`config.mk`:
```
export PLATFORM = sky130hd
export DESIGN_NAME = cmpctl_top
export DESIGN_NICKNAME = d
export VERILOG_FILES = /design/src/pkg/cmpctl_pkg.sv /design/src/hw/cmpctl_sync2.sv /design/src/hw/cmpctl_slice.sv /design/src/hw/cmpctl_top.sv
export SDC_FILE = /design/constraint.sdc
export NUM_CORES = 1
export LEC_CHECK = 0
export BUFFER_PORTS_ARGS = -buffer_cell sky130_fd_sc_hd__buf_2
export CAP_MARGIN = 20
export CORE_ASPECT_RATIO = 2
export CORE_MARGIN = 4
export CORE_UTILIZATION = 30
export CTS_BUF_LIST = sky130_fd_sc_hd__clkbuf_4
export CTS_CLUSTER_DIAMETER = 30
export DETAILED_ROUTE_END_ITERATION = 12
export GPL_ROUTABILITY_DRIVEN = 0
export GPL_TIMING_DRIVEN = 0
export PLACE_DENSITY = 0.6
export SLEW_MARGIN = 20
export SYNTH_ARGS = -nofsm -noshare
export SYNTH_HDL_FRONTEND = slang
export SYNTH_SLANG_ARGS = --single-unit
```
`constraint.sdc`:
```
create_clock -name clk_i -period 2.71 [get_ports clk_i]
set_input_delay 0.542 -clock clk_i [delete_from_list [all_inputs] [get_ports clk_i]]
set_output_delay 0.542 -clock clk_i [all_outputs]
set_load 0.03 [all_outputs]
```
`src/pkg/cmpctl_pkg.sv`:
```
package cmpctl_pkg;
    // register word addresses on the avalon bus, data in the low byte lane
    localparam logic [3:0] CMPCTL_ADDR_CTRL1_A = 4'h0;
    localparam logic [3:0] CMPCTL_ADDR_CTRL2_A = 4'h1;
    localparam logic [3:0] CMPCTL_ADDR_CTRL1_B = 4'h2;
    localparam logic [3:0] CMPCTL_ADDR_CTRL2_B = 4'h3;
    localparam logic [3:0] CMPCTL_ADDR_MIRROR  = 4'h4;
    localparam logic [3:0] CMPCTL_ADDR_FLAGS   = 4'h5;
    localparam logic [3:0] CMPCTL_ADDR_PORT    = 4'h6;
    // first control register fields
    localparam int CMPCTL_F_EN     = 7;
    localparam int CMPCTL_F_RESULT = 6;
    localparam int CMPCTL_F_DRIVE  = 5;
    localparam int CMPCTL_F_INV    = 4;
    localparam int CMPCTL_F_SPEED  = 2;
    localparam int CMPCTL_F_HYST   = 1;
    localparam int CMPCTL_F_SYNC   = 0;
    localparam logic [7:0] CMPCTL_CTRL1_WMASK = 8'hb7;
    localparam logic [7:0] CMPCTL_CTRL1_RST   = 8'h04;
    // second control register fields
    localparam int CMPCTL_F_RISE   = 7;
    localparam int CMPCTL_F_FALL   = 6;
    localparam int CMPCTL_F_POS_LO = 4;
    localparam int CMPCTL_F_NEG_LO = 0;
    localparam logic [7:0] CMPCTL_CTRL2_WMASK = 8'hf3;
    localparam logic [7:0] CMPCTL_CTRL2_RST   = 8'h00;
    // positive input routing codes
    localparam logic [1:0] CMPCTL_POS_PIN   = 2'h0;
    localparam logic [1:0] CMPCTL_POS_DAC   = 2'h1;
    localparam logic [1:0] CMPCTL_POS_FIXED = 2'h2;
    localparam logic [1:0] CMPCTL_POS_GND   = 2'h3;
    localparam int CMPCTL_NUM_CMP = 2;
endpackage

```
`src/hw/cmpctl_sync2.sv`:
```
module cmpctl_sync2
    import cmpctl_pkg::*;
(
    // clock and reset
    input  wire logic clk_i,
    input  wire logic nrst_i,
    // level
    input  wire logic d_i,
    output logic      q_o
);
    logic s1_reg;
    logic s2_reg;
    logic s1_next;
    logic s2_next;

    always_comb begin
        s1_next = d_i;
        s2_next = s1_reg;
    end

    always_ff @(posedge clk_i or negedge nrst_i) begin
        if (!nrst_i) begin
            s1_reg <= 1'b0;
            s2_reg <= 1'b0;
        end else begin
            s1_reg <= s1_next;
            s2_reg <= s2_next;
        end
    end

    assign q_o = s2_reg;
endmodule // cmpctl_sync2

```
`src/hw/cmpctl_slice.sv`:
```
module cmpctl_slice
    import cmpctl_pkg::*;
(
    // clock and reset
    input  wire logic       clk_i,
    input  wire logic       nrst_i,
    // control values
    input  wire logic [7:0] ctrl1_i,
    input  wire logic [7:0] ctrl2_i,
    // analog core and timer, already synchronised
    input  wire logic       raw_s_i,
    input  wire logic       tclk_s_i,
    // results
    output logic            result_o,
    output logic            sync_out_o,
    output logic            edge_o
);
    logic pol_res;
    logic res_reg;
    logic res_next;
    logic tclk_d_reg;
    logic tclk_d_next;
    logic held_reg;
    logic held_next;
    logic init_reg;
    logic init_next;
    logic tfall;

    assign pol_res = raw_s_i ^ ctrl1_i[CMPCTL_F_INV];
    assign tfall   = tclk_d_reg & ~tclk_s_i;

    always_comb begin
        res_next    = pol_res;
        tclk_d_next = tclk_s_i;
        init_next   = 1'b1;
        held_next   = tfall ? res_reg : held_reg;
    end

    always_ff @(posedge clk_i or negedge nrst_i) begin
        if (!nrst_i) begin
            res_reg    <= 1'b0;
            tclk_d_reg <= 1'b0;
            held_reg   <= 1'b0;
            init_reg   <= 1'b0;
        end else begin
            res_reg    <= res_next;
            tclk_d_reg <= tclk_d_next;
            held_reg   <= held_next;
            init_reg   <= init_next;
        end
    end

    assign result_o   = res_reg;
    assign sync_out_o = ctrl1_i[CMPCTL_F_SYNC] ? held_reg : res_reg;
    // edge on the registered result, even while disabled
    assign edge_o = init_reg & (
                    (ctrl2_i[CMPCTL_F_RISE] & res_next & ~res_reg)
                  | (ctrl2_i[CMPCTL_F_FALL] & ~res_next & res_reg));
endmodule // cmpctl_slice

```
`src/hw/cmpctl_top.sv`:
```
module cmpctl_top
    import cmpctl_pkg::*;
(
    // clock and reset
    input  wire logic        clk_i,
    input  wire logic        nrst_i,
    // avalon-mm slave
    input  wire logic [3:0]  avs_address_i,
    input  wire logic        avs_read_i,
    input  wire logic        avs_write_i,
    input  wire logic [31:0] avs_writedata_i,
    input  wire logic [3:0]  avs_byteenable_i,
    output logic [31:0]      avs_readdata_o,
    output logic             avs_waitrequest_o,
    output logic [1:0]       avs_response_o,
    // analog core, per comparator
    input  wire logic [1:0]  cmp_raw_i,
    output logic [1:0]       cmp_enable_o,
    output logic [1:0]       cmp_speed_sel_o,
    output logic [1:0]       cmp_hyst_en_o,
    output logic [3:0]       pos_input_sel_o,
    output logic [3:0]       neg_input_sel_o,
    output logic [1:0]       pos_connect_o,
    output logic [1:0]       neg_connect_o,
    // gate timer, prescaled clock
    input  wire logic        gate_tclk_i,
    output logic [1:0]       gate_result_o,
    // pwm shutdown
    output logic [1:0]       pwm_shutdown_src_o,
    // output pins
    input  wire logic [1:0]  pin_direction_i,
    output logic [1:0]       cmp_pin_o,
    output logic [1:0]       cmp_pin_oe_o,
    // digital port readback
    input  wire logic [7:0]  port_pins_i,
    input  wire logic [7:0]  analog_pin_select_i,
    // event flags
    output logic [1:0]       cmp_event_flag_o
);
    logic [7:0]  ctrl1_reg [CMPCTL_NUM_CMP];
    logic [7:0]  ctrl1_next[CMPCTL_NUM_CMP];
    logic [7:0]  ctrl2_reg [CMPCTL_NUM_CMP];
    logic [7:0]  ctrl2_next[CMPCTL_NUM_CMP];
    logic [1:0]  flag_reg;
    logic [1:0]  flag_next;
    logic        ack_reg;
    logic        ack_next;
    logic [31:0] rdata_reg;
    logic [31:0] rdata_next;
    logic [1:0]  resp_reg;
    logic [1:0]  resp_next;
    logic [1:0]  raw_s;
    logic        tclk_s;
    logic [7:0]  port_s;
    logic [1:0]  result;
    logic [1:0]  sync_out;
    logic [1:0]  edge_hit;
    logic        req;
    logic        wr;
    logic        lane0;
    logic        mapped;
    logic [7:0]  rbyte;
    logic [7:0]  rd_ctrl1 [CMPCTL_NUM_CMP];

    // pin-side inputs pass two flops
    cmpctl_sync2 u_sync_tclk (
        .clk_i  (clk_i),
        .nrst_i (nrst_i),
        .d_i    (gate_tclk_i),
        .q_o    (tclk_s)
    );

    genvar g;
    generate
        for (g = 0; g < CMPCTL_NUM_CMP; g++) begin : g_cmp
            cmpctl_sync2 u_sync_raw (
                .clk_i  (clk_i),
                .nrst_i (nrst_i),
                .d_i    (cmp_raw_i[g]),
                .q_o    (raw_s[g])
            );
            cmpctl_slice u_slice (
                .clk_i      (clk_i),
                .nrst_i     (nrst_i),
                .ctrl1_i    (ctrl1_reg[g]),
                .ctrl2_i    (ctrl2_reg[g]),
                .raw_s_i    (raw_s[g]),
                .tclk_s_i   (tclk_s),
                .result_o   (result[g]),
                .sync_out_o (sync_out[g]),
                .edge_o     (edge_hit[g])
            );
            assign cmp_enable_o[g]    = ctrl1_reg[g][CMPCTL_F_EN];
            assign cmp_speed_sel_o[g] = ctrl1_reg[g][CMPCTL_F_SPEED];
            assign cmp_hyst_en_o[g]   = ctrl1_reg[g][CMPCTL_F_HYST];
            assign pos_input_sel_o[2*g+1:2*g] =
                ctrl2_reg[g][CMPCTL_F_POS_LO+1:CMPCTL_F_POS_LO];
            assign neg_input_sel_o[2*g+1:2*g] =
                ctrl2_reg[g][CMPCTL_F_NEG_LO+1:CMPCTL_F_NEG_LO];
            assign pos_connect_o[g] = ctrl1_reg[g][CMPCTL_F_EN];
            assign neg_connect_o[g] = ctrl1_reg[g][CMPCTL_F_EN];
            assign gate_result_o[g]      = sync_out[g];
            assign pwm_shutdown_src_o[g] = sync_out[g];
            // pin override ignores the enable bit
            assign cmp_pin_o[g]    = sync_out[g];
            assign cmp_pin_oe_o[g] = ctrl1_reg[g][CMPCTL_F_DRIVE]
                                   & ~pin_direction_i[g];
            assign rd_ctrl1[g] = {ctrl1_reg[g][7], result[g], ctrl1_reg[g][5:0]};
        end
    endgenerate

    generate
        for (g = 0; g < 8; g++) begin : g_port
            cmpctl_sync2 u_sync_port (
                .clk_i  (clk_i),
                .nrst_i (nrst_i),
                .d_i    (port_pins_i[g]),
                .q_o    (port_s[g])
            );
        end
    endgenerate

    // bus decode: one-cycle wait then a registered answer
    assign req    = (avs_read_i | avs_write_i) & ~ack_reg;
    assign wr     = avs_write_i;
    assign lane0  = avs_byteenable_i[0];
    assign mapped = avs_address_i <= CMPCTL_ADDR_PORT;

    always_comb begin
        rbyte = 8'h00;
        case (avs_address_i)
            CMPCTL_ADDR_CTRL1_A: rbyte = rd_ctrl1[0];
            CMPCTL_ADDR_CTRL2_A: rbyte = ctrl2_reg[0];
            CMPCTL_ADDR_CTRL1_B: rbyte = rd_ctrl1[1];
            CMPCTL_ADDR_CTRL2_B: rbyte = ctrl2_reg[1];
            CMPCTL_ADDR_MIRROR:  rbyte = {6'h00, result[1], result[0]};
            CMPCTL_ADDR_FLAGS:   rbyte = {6'h00, flag_reg};
            CMPCTL_ADDR_PORT:    rbyte = port_s & ~analog_pin_select_i;
            default:             rbyte = 8'h00;
        endcase
    end

    always_comb begin
        ack_next   = req;
        rdata_next = rdata_reg;
        resp_next  = resp_reg;
        ctrl1_next = ctrl1_reg;
        ctrl2_next = ctrl2_reg;
        flag_next  = flag_reg;
        if (req) begin
            resp_next  = mapped ? 2'h0 : 2'h2;
            rdata_next = wr ? 32'h0000_0000 : {24'h00_0000, rbyte};
        end
        if (req && wr && lane0) begin
            case (avs_address_i)
                CMPCTL_ADDR_CTRL1_A: ctrl1_next[0] = (ctrl1_reg[0] & ~CMPCTL_CTRL1_WMASK)
                    | (avs_writedata_i[7:0] & CMPCTL_CTRL1_WMASK);
                CMPCTL_ADDR_CTRL2_A: ctrl2_next[0] = avs_writedata_i[7:0] & CMPCTL_CTRL2_WMASK;
                CMPCTL_ADDR_CTRL1_B: ctrl1_next[1] = (ctrl1_reg[1] & ~CMPCTL_CTRL1_WMASK)
                    | (avs_writedata_i[7:0] & CMPCTL_CTRL1_WMASK);
                CMPCTL_ADDR_CTRL2_B: ctrl2_next[1] = avs_writedata_i[7:0] & CMPCTL_CTRL2_WMASK;
                CMPCTL_ADDR_FLAGS:   flag_next = avs_writedata_i[1:0];
                default:             ;
            endcase
        end
        flag_next = flag_next | edge_hit;
    end

    always_ff @(posedge clk_i or negedge nrst_i) begin
        if (!nrst_i) begin
            for (int i = 0; i < CMPCTL_NUM_CMP; i++) begin
                ctrl1_reg[i] <= CMPCTL_CTRL1_RST;
                ctrl2_reg[i] <= CMPCTL_CTRL2_RST;
            end
            flag_reg  <= 2'h0;
            ack_reg   <= 1'b0;
            rdata_reg <= 32'h0000_0000;
            resp_reg  <= 2'h0;
        end else begin
            ctrl1_reg <= ctrl1_next;
            ctrl2_reg <= ctrl2_next;
            flag_reg  <= flag_next;
            ack_reg   <= ack_next;
            rdata_reg <= rdata_next;
            resp_reg  <= resp_next;
        end
    end

    assign avs_waitrequest_o = (avs_read_i | avs_write_i) & ~ack_reg;
    assign avs_readdata_o    = rdata_reg;
    assign avs_response_o    = resp_reg;
    assign cmp_event_flag_o  = flag_reg;
endmodule // cmpctl_top

```
After elaboration in Yosys (flattened, before gate mapping)
Cells that the tools add are included.
{ "totals": {"ff_bits": 93, "out_inout_bits": 63} }
{ "op_classes": {"order_cmp": 1, "eq_ne": 6, "n_mux": 7, "n_bitwise": 32, "n_reduce_logical": 7} }
{ "ops": {"columns": ["operator", "count"], "rows": [
  ["$pmux 8 s7", 1],
  ["$or 7x8->8", 2],
  ["$and 1x1->1", 14],
  ["$eq 4x3->1 const B", 3],
  ["$and 8x8->8", 1],
  ["$eq 4x2->1 const B", 2],
  ["$mux 8", 1],
  ["$not 1->1", 8],
  ["$not 8->8", 1],
  ["$reduce_and 2->1", 4],
  ["$mux 2", 3],
  ["$eq 4x1->1 const B", 1],
  ["$le 4x3->1 const B", 1],
  ["$logic_not 4->1", 1],
  ["$or 1x1->1", 3],
  ["$logic_and 1x1->1", 2],
  ["$mux 1", 2],
  ["$or 2x2->2", 1],
  ["$xor 1x1->1", 2]
]} }

Depth between registers and ports, before layout
Gate-level depths: netlist (run 1).
{ "logic_depth": {"ltp_word": 7, "mapped_depth": 6} }

By module
From an unflattened synthesis (run 1), not the netlist that was laid out.
{ "unflattened": {"hier_cells": 247, "hier_area_um2": 3042.9} }
{ "by_module_without_submodules": {"columns": ["mod", "n_inst", "cells_per_inst", "area_each_um2"], "rows": [
  ["cmpctl_top", 1, 201, 2164.6],
  ["cmpctl_sync2", 11, 2, 50.0],
  ["cmpctl_slice", 2, 12, 163.9]
]} }

Worst setup path before layout (run 1)
No wires, ideal clock.
{ "synth_timing": {"path_kind": "input to output", "start": "input avs_read_i", "end": "output avs_waitrequest_o", "arrival_time_ps": 1180, "path_slack_ps": 988, "stages": 3, "n_path_buf": 1, "cell_sequence": "o21bai_1 clkbuf_1 inv_1"} }
{ "synth_between": {"elab_chain_cells": 2} }
{ "synth_lines": {"columns": ["item", "line_no", "source"], "rows": [
  ["from (decl)", "cmpctl_top.sv:9", "input wire logic avs_read_i,"],
  ["$or 1x1->1", "cmpctl_top.sv:189", "assign avs_waitrequest_o = (avs_read_i | avs_write_i) & ~ack_reg;"],
  ["$and 1x1->1", "cmpctl_top.sv:189", null],
  ["to (decl)", "cmpctl_top.sv:14", "output logic avs_waitrequest_o,"]
]} }
No other way between the ends.

Worst setup path in the final report (run 1)
{ "layout_timing": {"start": "register ack_reg", "end": "output avs_waitrequest_o"} }
{ "layout_between": {"elab_chain_cells": 2} }
{ "layout_lines": {"columns": ["item", "line_no", "source"], "rows": [
  ["from (decl)", "cmpctl_top.sv:46", "logic ack_reg;"],
  ["from (signal assigned)", "cmpctl_top.sv:183", "ack_reg <= ack_next;"],
  ["$not 1->1", "cmpctl_top.sv:189", null],
  ["$and 1x1->1", "cmpctl_top.sv:189", null]
]} }
No other way between the ends.

==> flow_results.xml, run 1 <==
<?xml version="1.0" encoding="UTF-8"?>
<metrics>
  <group name="yosys">
    <metric name="synth_top_area_frac" unit="">0.513</metric>
    <metric name="synth_cells" unit="">245</metric>
    <metric name="asyncSetResetFlopFracSynth" unit="">1.00</metric>
    <metric name="ys_warn_count" unit="">0</metric>
    <metric name="ys_seq_elements" unit="">64</metric>
    <metric name="synth_edf_count" unit="">0</metric>
    <metric name="synth_seq_area_share" unit="">0.530</metric>
    <metric name="netlist-cell-type-count" unit="">44</metric>
    <metric name="synth.avg_cell_area" unit="um^2">12.3</metric>
    <metric name="synth.area.top_cells" unit="">sky130_fd_sc_hd__dfrtp_1, sky130_fd_sc_hd__buf_4, sky130_fd_sc_hd__mux2_2, sky130_fd_sc_hd__mux2_4, sky130_fd_sc_hd__dfstp_2</metric>
    <metric name="netlist.top_cell.by_area" unit="">sky130_fd_sc_hd__dfrtp_1</metric>
    <metric name="synthFlopType" unit="">sky130_fd_sc_hd__dfrtp_1</metric>
    <metric name="synthesis.area" unit="um^2">3030</metric>
  </group>
  <group name="routing">
    <metric name="drt_wl_total" unit="um">7290</metric>
    <metric name="drc" unit="">0</metric>
    <metric name="route.detailed.vias_per_inst" unit="">4.25</metric>
    <metric name="detailedRoute.firstPassIterationCount" unit="">6</metric>
    <metric name="routed-via-count" unit="">2097</metric>
    <metric name="ant_nets" unit="">0</metric>
    <metric name="routed_wire_length_per_instance" unit="um">14.8</metric>
    <metric name="detail_route.iter0.violations" unit="">64</metric>
  </group>
  <group name="hold_path">
    <metric name="timing.hold.worst.start" unit="">port_pins_i[7]</metric>
    <metric name="hold_class" unit="">input port to register</metric>
    <metric name="worst_hold_path.num_cells" unit="">1</metric>
    <metric name="min_to" unit="">g_port[7].u_sync_port.s1_reg</metric>
  </group>
  <group name="layout">
    <metric name="drive_gt1_frac" unit="">0.514</metric>
    <metric name="final_net_count" unit="">421</metric>
    <metric name="filler_cell_count" unit="">1019</metric>
    <metric name="final_cell_area" unit="um^2">3800</metric>
    <metric name="most_frequent_standard_cell_in_the_layout_excluding_fill_and_tap_cells" unit="">sky130_fd_sc_hd__buf_2</metric>
    <metric name="syn_to_final_growth" unit="%">25.6</metric>
    <metric name="most_frequent_cells_in_the_layout" unit="">sky130_fd_sc_hd__buf_2, sky130_fd_sc_hd__dfrtp_1, sky130_fd_sc_hd__buf_4</metric>
    <metric name="finalNonFillerCells" unit="">493</metric>
  </group>
  <group name="clock_tree">
    <metric name="worstSkewPairLatency" unit="ns">0.42</metric>
    <metric name="cts_root_buf" unit="">sky130_fd_sc_hd__clkbuf_4</metric>
    <metric name="clk_transition_reported_paths" unit="ns">0.11</metric>
    <metric name="cts.path.max_buffers" unit="">2</metric>
    <metric name="cts_tree" unit="">done</metric>
    <metric name="cts_sinks" unit="">64</metric>
    <metric name="cts_inserted_buffers" unit="">9</metric>
    <metric name="maximum_level_of_the_cts_h_tree" unit="">3</metric>
  </group>
  <group name="placement">
    <metric name="post_place_worst_slack" unit="ns">0.534</metric>
    <metric name="detail_placement_hpwl" unit="um">5720</metric>
    <metric name="place.port_buffers" unit="">74</metric>
    <metric name="dpl-instance-area" unit="um^2">3680</metric>
    <metric name="post-place-cells" unit="">476</metric>
  </group>
  <group name="timing">
    <metric name="timing.slew.headroom" unit="">0.457</metric>
    <metric name="setup_tns" unit="ns">0</metric>
    <metric name="timing_max_transition_violations_final" unit="">0</metric>
    <metric name="fin_ws" unit="ns">0.538</metric>
    <metric name="worst_clock_skew" unit="ns">0.0157</metric>
    <metric name="final_hold_viol_count" unit="">0</metric>
    <metric name="post-route-min-period" unit="ns">2.17</metric>
    <metric name="worstMarginPinSlew" unit="ns">0.811</metric>
    <metric name="max_clock_freq" unit="GHz">0.460</metric>
    <metric name="min_period_over_period" unit="">0.801</metric>
    <metric name="setup-violations-final" unit="">0</metric>
    <metric name="grt_setup_unrepaired" unit="">no</metric>
  </group>
  <group name="global_route">
    <metric name="first_global_vias" unit="">2265</metric>
    <metric name="grt_start_max_net_pins" unit="">55</metric>
    <metric name="overflow_left_after_global_routing" unit="">0</metric>
    <metric name="grt_first_pass_wirelength" unit="um">11300</metric>
    <metric name="antenna_found_initial" unit="">1</metric>
    <metric name="groute.usage.overall" unit="">0.129</metric>
  </group>
  <group name="critical_path">
    <metric name="required" unit="ns">2.17</metric>
    <metric name="critical_path.endpoint_type" unit="">output pin</metric>
    <metric name="worst_setup_path_type" unit="">register to output pin</metric>
    <metric name="critical_path.reg2reg.endpoint" unit="">ctrl2_reg[7]</metric>
    <metric name="cp_cell_sequence" unit="">o21bai_1 &gt; clkbuf_1 &gt; inv_1 &gt; buf_2</metric>
    <metric name="timing.rr.start" unit="">ack_reg</metric>
    <metric name="timing.critical_path.buf_inv" unit="">3</metric>
    <metric name="worst_path_largest_cell_delay" unit="ns">0.39</metric>
    <metric name="cp-start-kind" unit="">register</metric>
    <metric name="crit_slowest_cell" unit="">sky130_fd_sc_hd__clkbuf_1</metric>
    <metric name="worstRegToRegCells" unit="">4</metric>
    <metric name="crit_family" unit="">buffers and inverters</metric>
    <metric name="critical_path_arrival" unit="ns">1.63</metric>
    <metric name="reg2reg_setup_slack" unit="ns">0.74</metric>
    <metric name="path_max_fanout" unit="">10</metric>
  </group>
  <group name="floorplan">
    <metric name="die_h" unit="um">150</metric>
    <metric name="core-area" unit="um^2">9830</metric>
    <metric name="start_util" unit="">0.308</metric>
    <metric name="floorplan.die_area" unit="um^2">11900</metric>
    <metric name="rows" unit="">51</metric>
    <metric name="boundaryPins" unit="">128</metric>
    <metric name="floorplan.die.width" unit="um">79.0</metric>
  </group>
  <group name="flow_run">
    <metric name="maxCapViolCount" unit="">0</metric>
  </group>
  <group name="outcome">
    <metric name="run_status" unit="">finished clean</metric>
  </group>
  <group name="pwr">
    <metric name="cellLeakagePower" unit="uW">0.00196</metric>
    <metric name="pwr_density_cell" unit="nW/um^2">629</metric>
    <metric name="vdd.ir_drop.worst" unit="V">0.000279</metric>
  </group>
</metrics>
worst max path at each step:
stage | from | end | cells past startpoint | slack [ns]
after floorplan | avs_read_i | avs_waitrequest_o | 3 | 0.99
after global routing | ack_reg | avs_waitrequest_o | 4 | 0.37
after CTS | ack_reg | avs_waitrequest_o | 4 | 0.48
final | ack_reg | avs_waitrequest_o | 4 | 0.54
after detailed placement | avs_address_i[1] | ctrl2_reg[7] | 5 | 0.53
after global placement | avs_address_i[1] | ctrl2_reg[7] | 5 | 0.56
per-layer routing:
layer,up-vias,global-route usage,wire (um)
met2,77,0.234,4070
met4,0,0.0723,218
li1,1000,-,-
met3,14,0.0386,448
met5,-,0,0
met1,1006,0.126,2540
cells by family after synthesis:
family                    after synthesis  share of synthesized area
xor gates and xnor gates                2                    0.00579
muxes                                  35                      0.145
and+or+nand+nor                        47                     0.0993
buffers and inverters                  62                      0.145
AOI/OAI and AO/OA                      33                     0.0724
DFF                                    64                      0.530
other                                   2                    0.00248
power by group:
group / switching, uW / internal, uW
combinational: 401 / 313
sequential: 81.4 / 1060
clock: 355 / 177
total: 837 / 1550
cell type report:
type / instances / area [um^2] / share of cell area
sequential: 64 / 1600 / 0.422
multi-input combinational: 143 / 1070 / 0.283
buffer: 57 / 419 / 0.110
timing repair buffer: 76 / 410 / 0.108
tap: 132 / 165 / 0.0435
clock buffer: 9 / 67.6 / 0.0178
clock inverter: 6 / 37.5 / 0.00988
inverter: 5 / 18.8 / 0.00494
antenna: 1 / 2.50 / 0.000659
through the flow:
step	total power [uW]	utilization	hold slack, ns
2_1_floorplan	1670	-	0.246
5_1_grt	2520	0.387	0.180
3_5_place_dp	1880	0.375	0.337
3_3_place_gp	1870	0.372	0.332
4_1_cts	2430	0.386	0.174
6_report	2390	0.387	0.216
worst register-to-register path, cell delays in order, from the launching register on:
cell and delay, ns:
sky130_fd_sc_hd__dfrtp_1 0.40, sky130_fd_sc_hd__and3b_2 0.31, sky130_fd_sc_hd__nand2_2 0.09, sky130_fd_sc_hd__nor2_1 0.64, sky130_fd_sc_hd__mux2_2 0.41
cells in the mapped netlist (all sizes together) (2+ instances only):
master   n
and2     2
nand3b   6
a32oi    3
conb     2
dfstp    2
a21oi    6
nor2     8
clkbuf   2
o31ai    2
nor3b    3
a31oi    4
and4bb   2
nand2    8
xor2     2
mux4     2
dfrtp   62
buf     55
mux2    30
o21ai   10
mux2i    3
and3b    4
nor2b    6
a22o     2
nand3    3
inv      5
a221o    2
what timing repair did:
action / CTS / global route
hold buffers: 1 / 0
buffers inserted: 0 / 0
hold endpoints to repair: 10 / 0
resized for setup: 0 / 0
Power figures use the tool's default switching activity.
==> run 2, diff against run 1 <==
PLACE_DENSITY = 0.62   (was 0.6)
clock period = 1.8 ns   (was 2.71 ns; I/O delays follow)
==> run 2 against run 1 <==
Net effect: count of clock-buffer cells in the layout increased by 2; wire length grew 2.1%; die area did not move; total power up 54%; hold slack worse by 0.20 ns; core utilization is 0.93 points higher; worst setup slack worse by 0.50 ns; clock power grew 40%; clock skew rose by 0.0020 ns; sequential share of layout area is 0.96 points lower; critical endpoint is now cmp_pin_o[1]; largest cell class unchanged; highest routed layer unchanged.
==> flow_results.xml, run 2 (synthesized netlist as in run 1, its figures left out) <==
<?xml version="1.0" encoding="UTF-8"?>
<metrics>
  <group name="outcome">
    <metric name="run_status" unit="">finished clean</metric>
  </group>
  <group name="floorplan">
    <metric name="floorplan.die.width" unit="um">79.0</metric>
    <metric name="core-area" unit="um^2">9830</metric>
    <metric name="start_util" unit="">0.308</metric>
    <metric name="boundaryPins" unit="">128</metric>
    <metric name="floorplan.die_area" unit="um^2">11900</metric>
    <metric name="rows" unit="">51</metric>
    <metric name="die_h" unit="um">150</metric>
  </group>
  <group name="critical_path">
    <metric name="crit_slowest_cell" unit="">sky130_fd_sc_hd__dfrtp_1</metric>
    <metric name="timing.rr.start" unit="">ack_reg</metric>
    <metric name="timing.critical_path.buf_inv" unit="">2</metric>
    <metric name="critical_path_arrival" unit="ns">1.40</metric>
    <metric name="worst_path_largest_cell_delay" unit="ns">0.43</metric>
    <metric name="worst_setup_path_type" unit="">register to output pin</metric>
    <metric name="timing.critical_path.mode_cell" unit="">sky130_fd_sc_hd__buf_6</metric>
    <metric name="critical_path.endpoint_type" unit="">output pin</metric>
    <metric name="crit_family" unit="">flip-flops</metric>
    <metric name="required" unit="ns">1.44</metric>
    <metric name="cp_cell_sequence" unit="">mux2_4 &gt; buf_6 &gt; buf_6</metric>
    <metric name="worstRegToRegCells" unit="">4</metric>
    <metric name="path_max_fanout" unit="">3</metric>
    <metric name="critical_path.reg2reg.endpoint" unit="">pos_input_sel_o[2]</metric>
    <metric name="cp-start-kind" unit="">register</metric>
    <metric name="reg2reg_setup_slack" unit="ns">0.07</metric>
  </group>
  <group name="pwr">
    <metric name="netSwitchingFraction" unit="">0.332</metric>
    <metric name="switching_power" unit="uW">1220</metric>
    <metric name="cellLeakagePower" unit="uW">0.00201</metric>
    <metric name="power_frac_clock" unit="">0.203</metric>
    <metric name="intPower" unit="uW">2460</metric>
    <metric name="share_seq_of_total_power" unit="">0.467</metric>
    <metric name="total_power" unit="uW">3680</metric>
    <metric name="pwr_density_cell" unit="nW/um^2">946</metric>
    <metric name="vdd.ir_drop.worst" unit="V">0.000412</metric>
    <metric name="power_frac_comb" unit="">0.330</metric>
  </group>
  <group name="routing">
    <metric name="routed-via-count" unit="">2149</metric>
    <metric name="detailedRoute.firstPassIterationCount" unit="">4</metric>
    <metric name="drc" unit="">0</metric>
    <metric name="routed_wire_length_per_instance" unit="um">15.0</metric>
    <metric name="route.detailed.vias_per_inst" unit="">4.33</metric>
    <metric name="drt_wl_total" unit="um">7440</metric>
    <metric name="detail_route.iter0.violations" unit="">78</metric>
    <metric name="ant_nets" unit="">0</metric>
  </group>
  <group name="clock_tree">
    <metric name="maximum_level_of_the_cts_h_tree" unit="">3</metric>
    <metric name="cts_tree" unit="">done</metric>
    <metric name="clk_transition_reported_paths" unit="ns">0.10</metric>
    <metric name="cts_sinks" unit="">64</metric>
    <metric name="cts_root_buf" unit="">sky130_fd_sc_hd__clkbuf_4</metric>
    <metric name="worstSkewPairLatency" unit="ns">0.40</metric>
    <metric name="cts_inserted_buffers" unit="">9</metric>
    <metric name="cts.path.max_buffers" unit="">2</metric>
  </group>
  <group name="global_route">
    <metric name="grt_first_pass_wirelength" unit="um">11700</metric>
    <metric name="grt_start_max_net_pins" unit="">65</metric>
    <metric name="groute.usage.overall" unit="">0.132</metric>
    <metric name="overflow_left_after_global_routing" unit="">0</metric>
    <metric name="first_global_vias" unit="">2335</metric>
    <metric name="antenna_found_initial" unit="">1</metric>
  </group>
  <group name="placement">
    <metric name="detail_placement_hpwl" unit="um">5770</metric>
    <metric name="dpl-instance-area" unit="um^2">3650</metric>
    <metric name="place.port_buffers" unit="">74</metric>
  </group>
  <group name="timing">
    <metric name="setup-violations-final" unit="">0</metric>
    <metric name="max_clock_freq" unit="GHz">0.569</metric>
    <metric name="post-route-min-period" unit="ns">1.76</metric>
    <metric name="worst_clock_skew" unit="ns">0.0177</metric>
    <metric name="min_period_over_period" unit="">0.976</metric>
    <metric name="final_hold_viol_count" unit="">0</metric>
    <metric name="timing_max_transition_violations_final" unit="">0</metric>
    <metric name="worstMarginPinSlew" unit="ns">0.805</metric>
    <metric name="grt_setup_unrepaired" unit="">yes</metric>
    <metric name="timing.slew.headroom" unit="">0.464</metric>
  </group>
  <group name="layout">
    <metric name="drive_gt1_frac" unit="">0.526</metric>
    <metric name="filler_cell_count" unit="">989</metric>
    <metric name="final_cell_area" unit="um^2">3890</metric>
    <metric name="final_net_count" unit="">425</metric>
    <metric name="most_frequent_cells_in_the_layout" unit="">sky130_fd_sc_hd__buf_2, sky130_fd_sc_hd__dfrtp_1, sky130_fd_sc_hd__buf_4</metric>
    <metric name="multi_input_comb_area" unit="um^2">1100</metric>
    <metric name="most_frequent_standard_cell_in_the_layout_excluding_fill_and_tap_cells" unit="">sky130_fd_sc_hd__buf_2</metric>
    <metric name="syn_to_final_growth" unit="%">28.6</metric>
    <metric name="ff_latch_area" unit="um^2">1610</metric>
  </group>
  <group name="hold_path">
    <metric name="hold_class" unit="">input port to async pin</metric>
  </group>
  <group name="flow_run">
    <metric name="maxCapViolCount" unit="">0</metric>
  </group>
</metrics>
run 2: cell type report:
class                           instances  area share
Antenna cell                            1    0.000643
Multi-Input combinational cell        143       0.283
Clock inverter                          3     0.00289
Sequential cell                        64       0.413
Buffer                                 57       0.114
Clock buffer                           11      0.0212
Inverter                                5     0.00482
Tap cell                              132      0.0425
Timing Repair Buffer                   80       0.119
run 2: routing by layer:
metal	wire, um	track usage	up-vias
met4	235	0.0714	0
met1	2500	0.128	1042
met2	4190	0.242	78
li1	-	-	1013
met3	507	0.0422	16
met5	0	0	-
run 2: worst max path at each step:
stage                               from  depth (start not counted)           endpoint
2_1_floorplan                    ack_reg                          5    cmp_enable_o[0]
3_3_place_gp            avs_address_i[1]                          5       ctrl2_reg[7]
3_5_place_dp            avs_address_i[0]                          5       ctrl1_reg[4]
4_1_cts                          ack_reg                          4  avs_waitrequest_o
5_1_grt                     ctrl1_reg[0]                          3   gate_result_o[1]
6_report       g_cmp[1].u_slice.result_o                          3       cmp_pin_o[1]
run 2: repair_timing:
action	in CTS	in global routing
endpoints found under the hold margin	0	0
endpoints found under the setup margin	19	9
pin swaps	0	1
buffers inserted	4	2
hold buffers	0	0
resized for setup	22	7
run 2: per-stage QoR:
step | hold slack [ns] | cells | util | setup WS, ns | setup TNS (ns)
after floorplan | 0.0644 | 269 | - | 0.242 | 0
after global placement | 0.333 | 475 | 0.372 | -0.167 | -2.65
after detailed placement | 0.335 | 475 | 0.372 | -0.205 | -3.02
after CTS | 0.0306 | 493 | 0.392 | -0.00320 | -0.00320
after global routing | 0.0216 | 496 | 0.396 | -0.0256 | -0.140
final | 0.0148 | 496 | 0.396 | 0.0427 | 0
run 2: worst reg2reg max path, cell delays in order (launching register included):
cell and delay (ns):
sky130_fd_sc_hd__dfrtp_1 0.40, sky130_fd_sc_hd__and3b_2 0.31, sky130_fd_sc_hd__nand2_2 0.10, sky130_fd_sc_hd__nor2_2 0.41, sky130_fd_sc_hd__mux2_2 0.39
run 2: power groups by stage:
stage               Combinational, uW  Sequential, uW  Clock, uW
global route                     1300            1740        837
CTS                              1200            1720        787
detailed placement               1070            1760          0
floorplan                         777            1740          0
global placement                 1060            1750          0
finish                           1210            1720        746
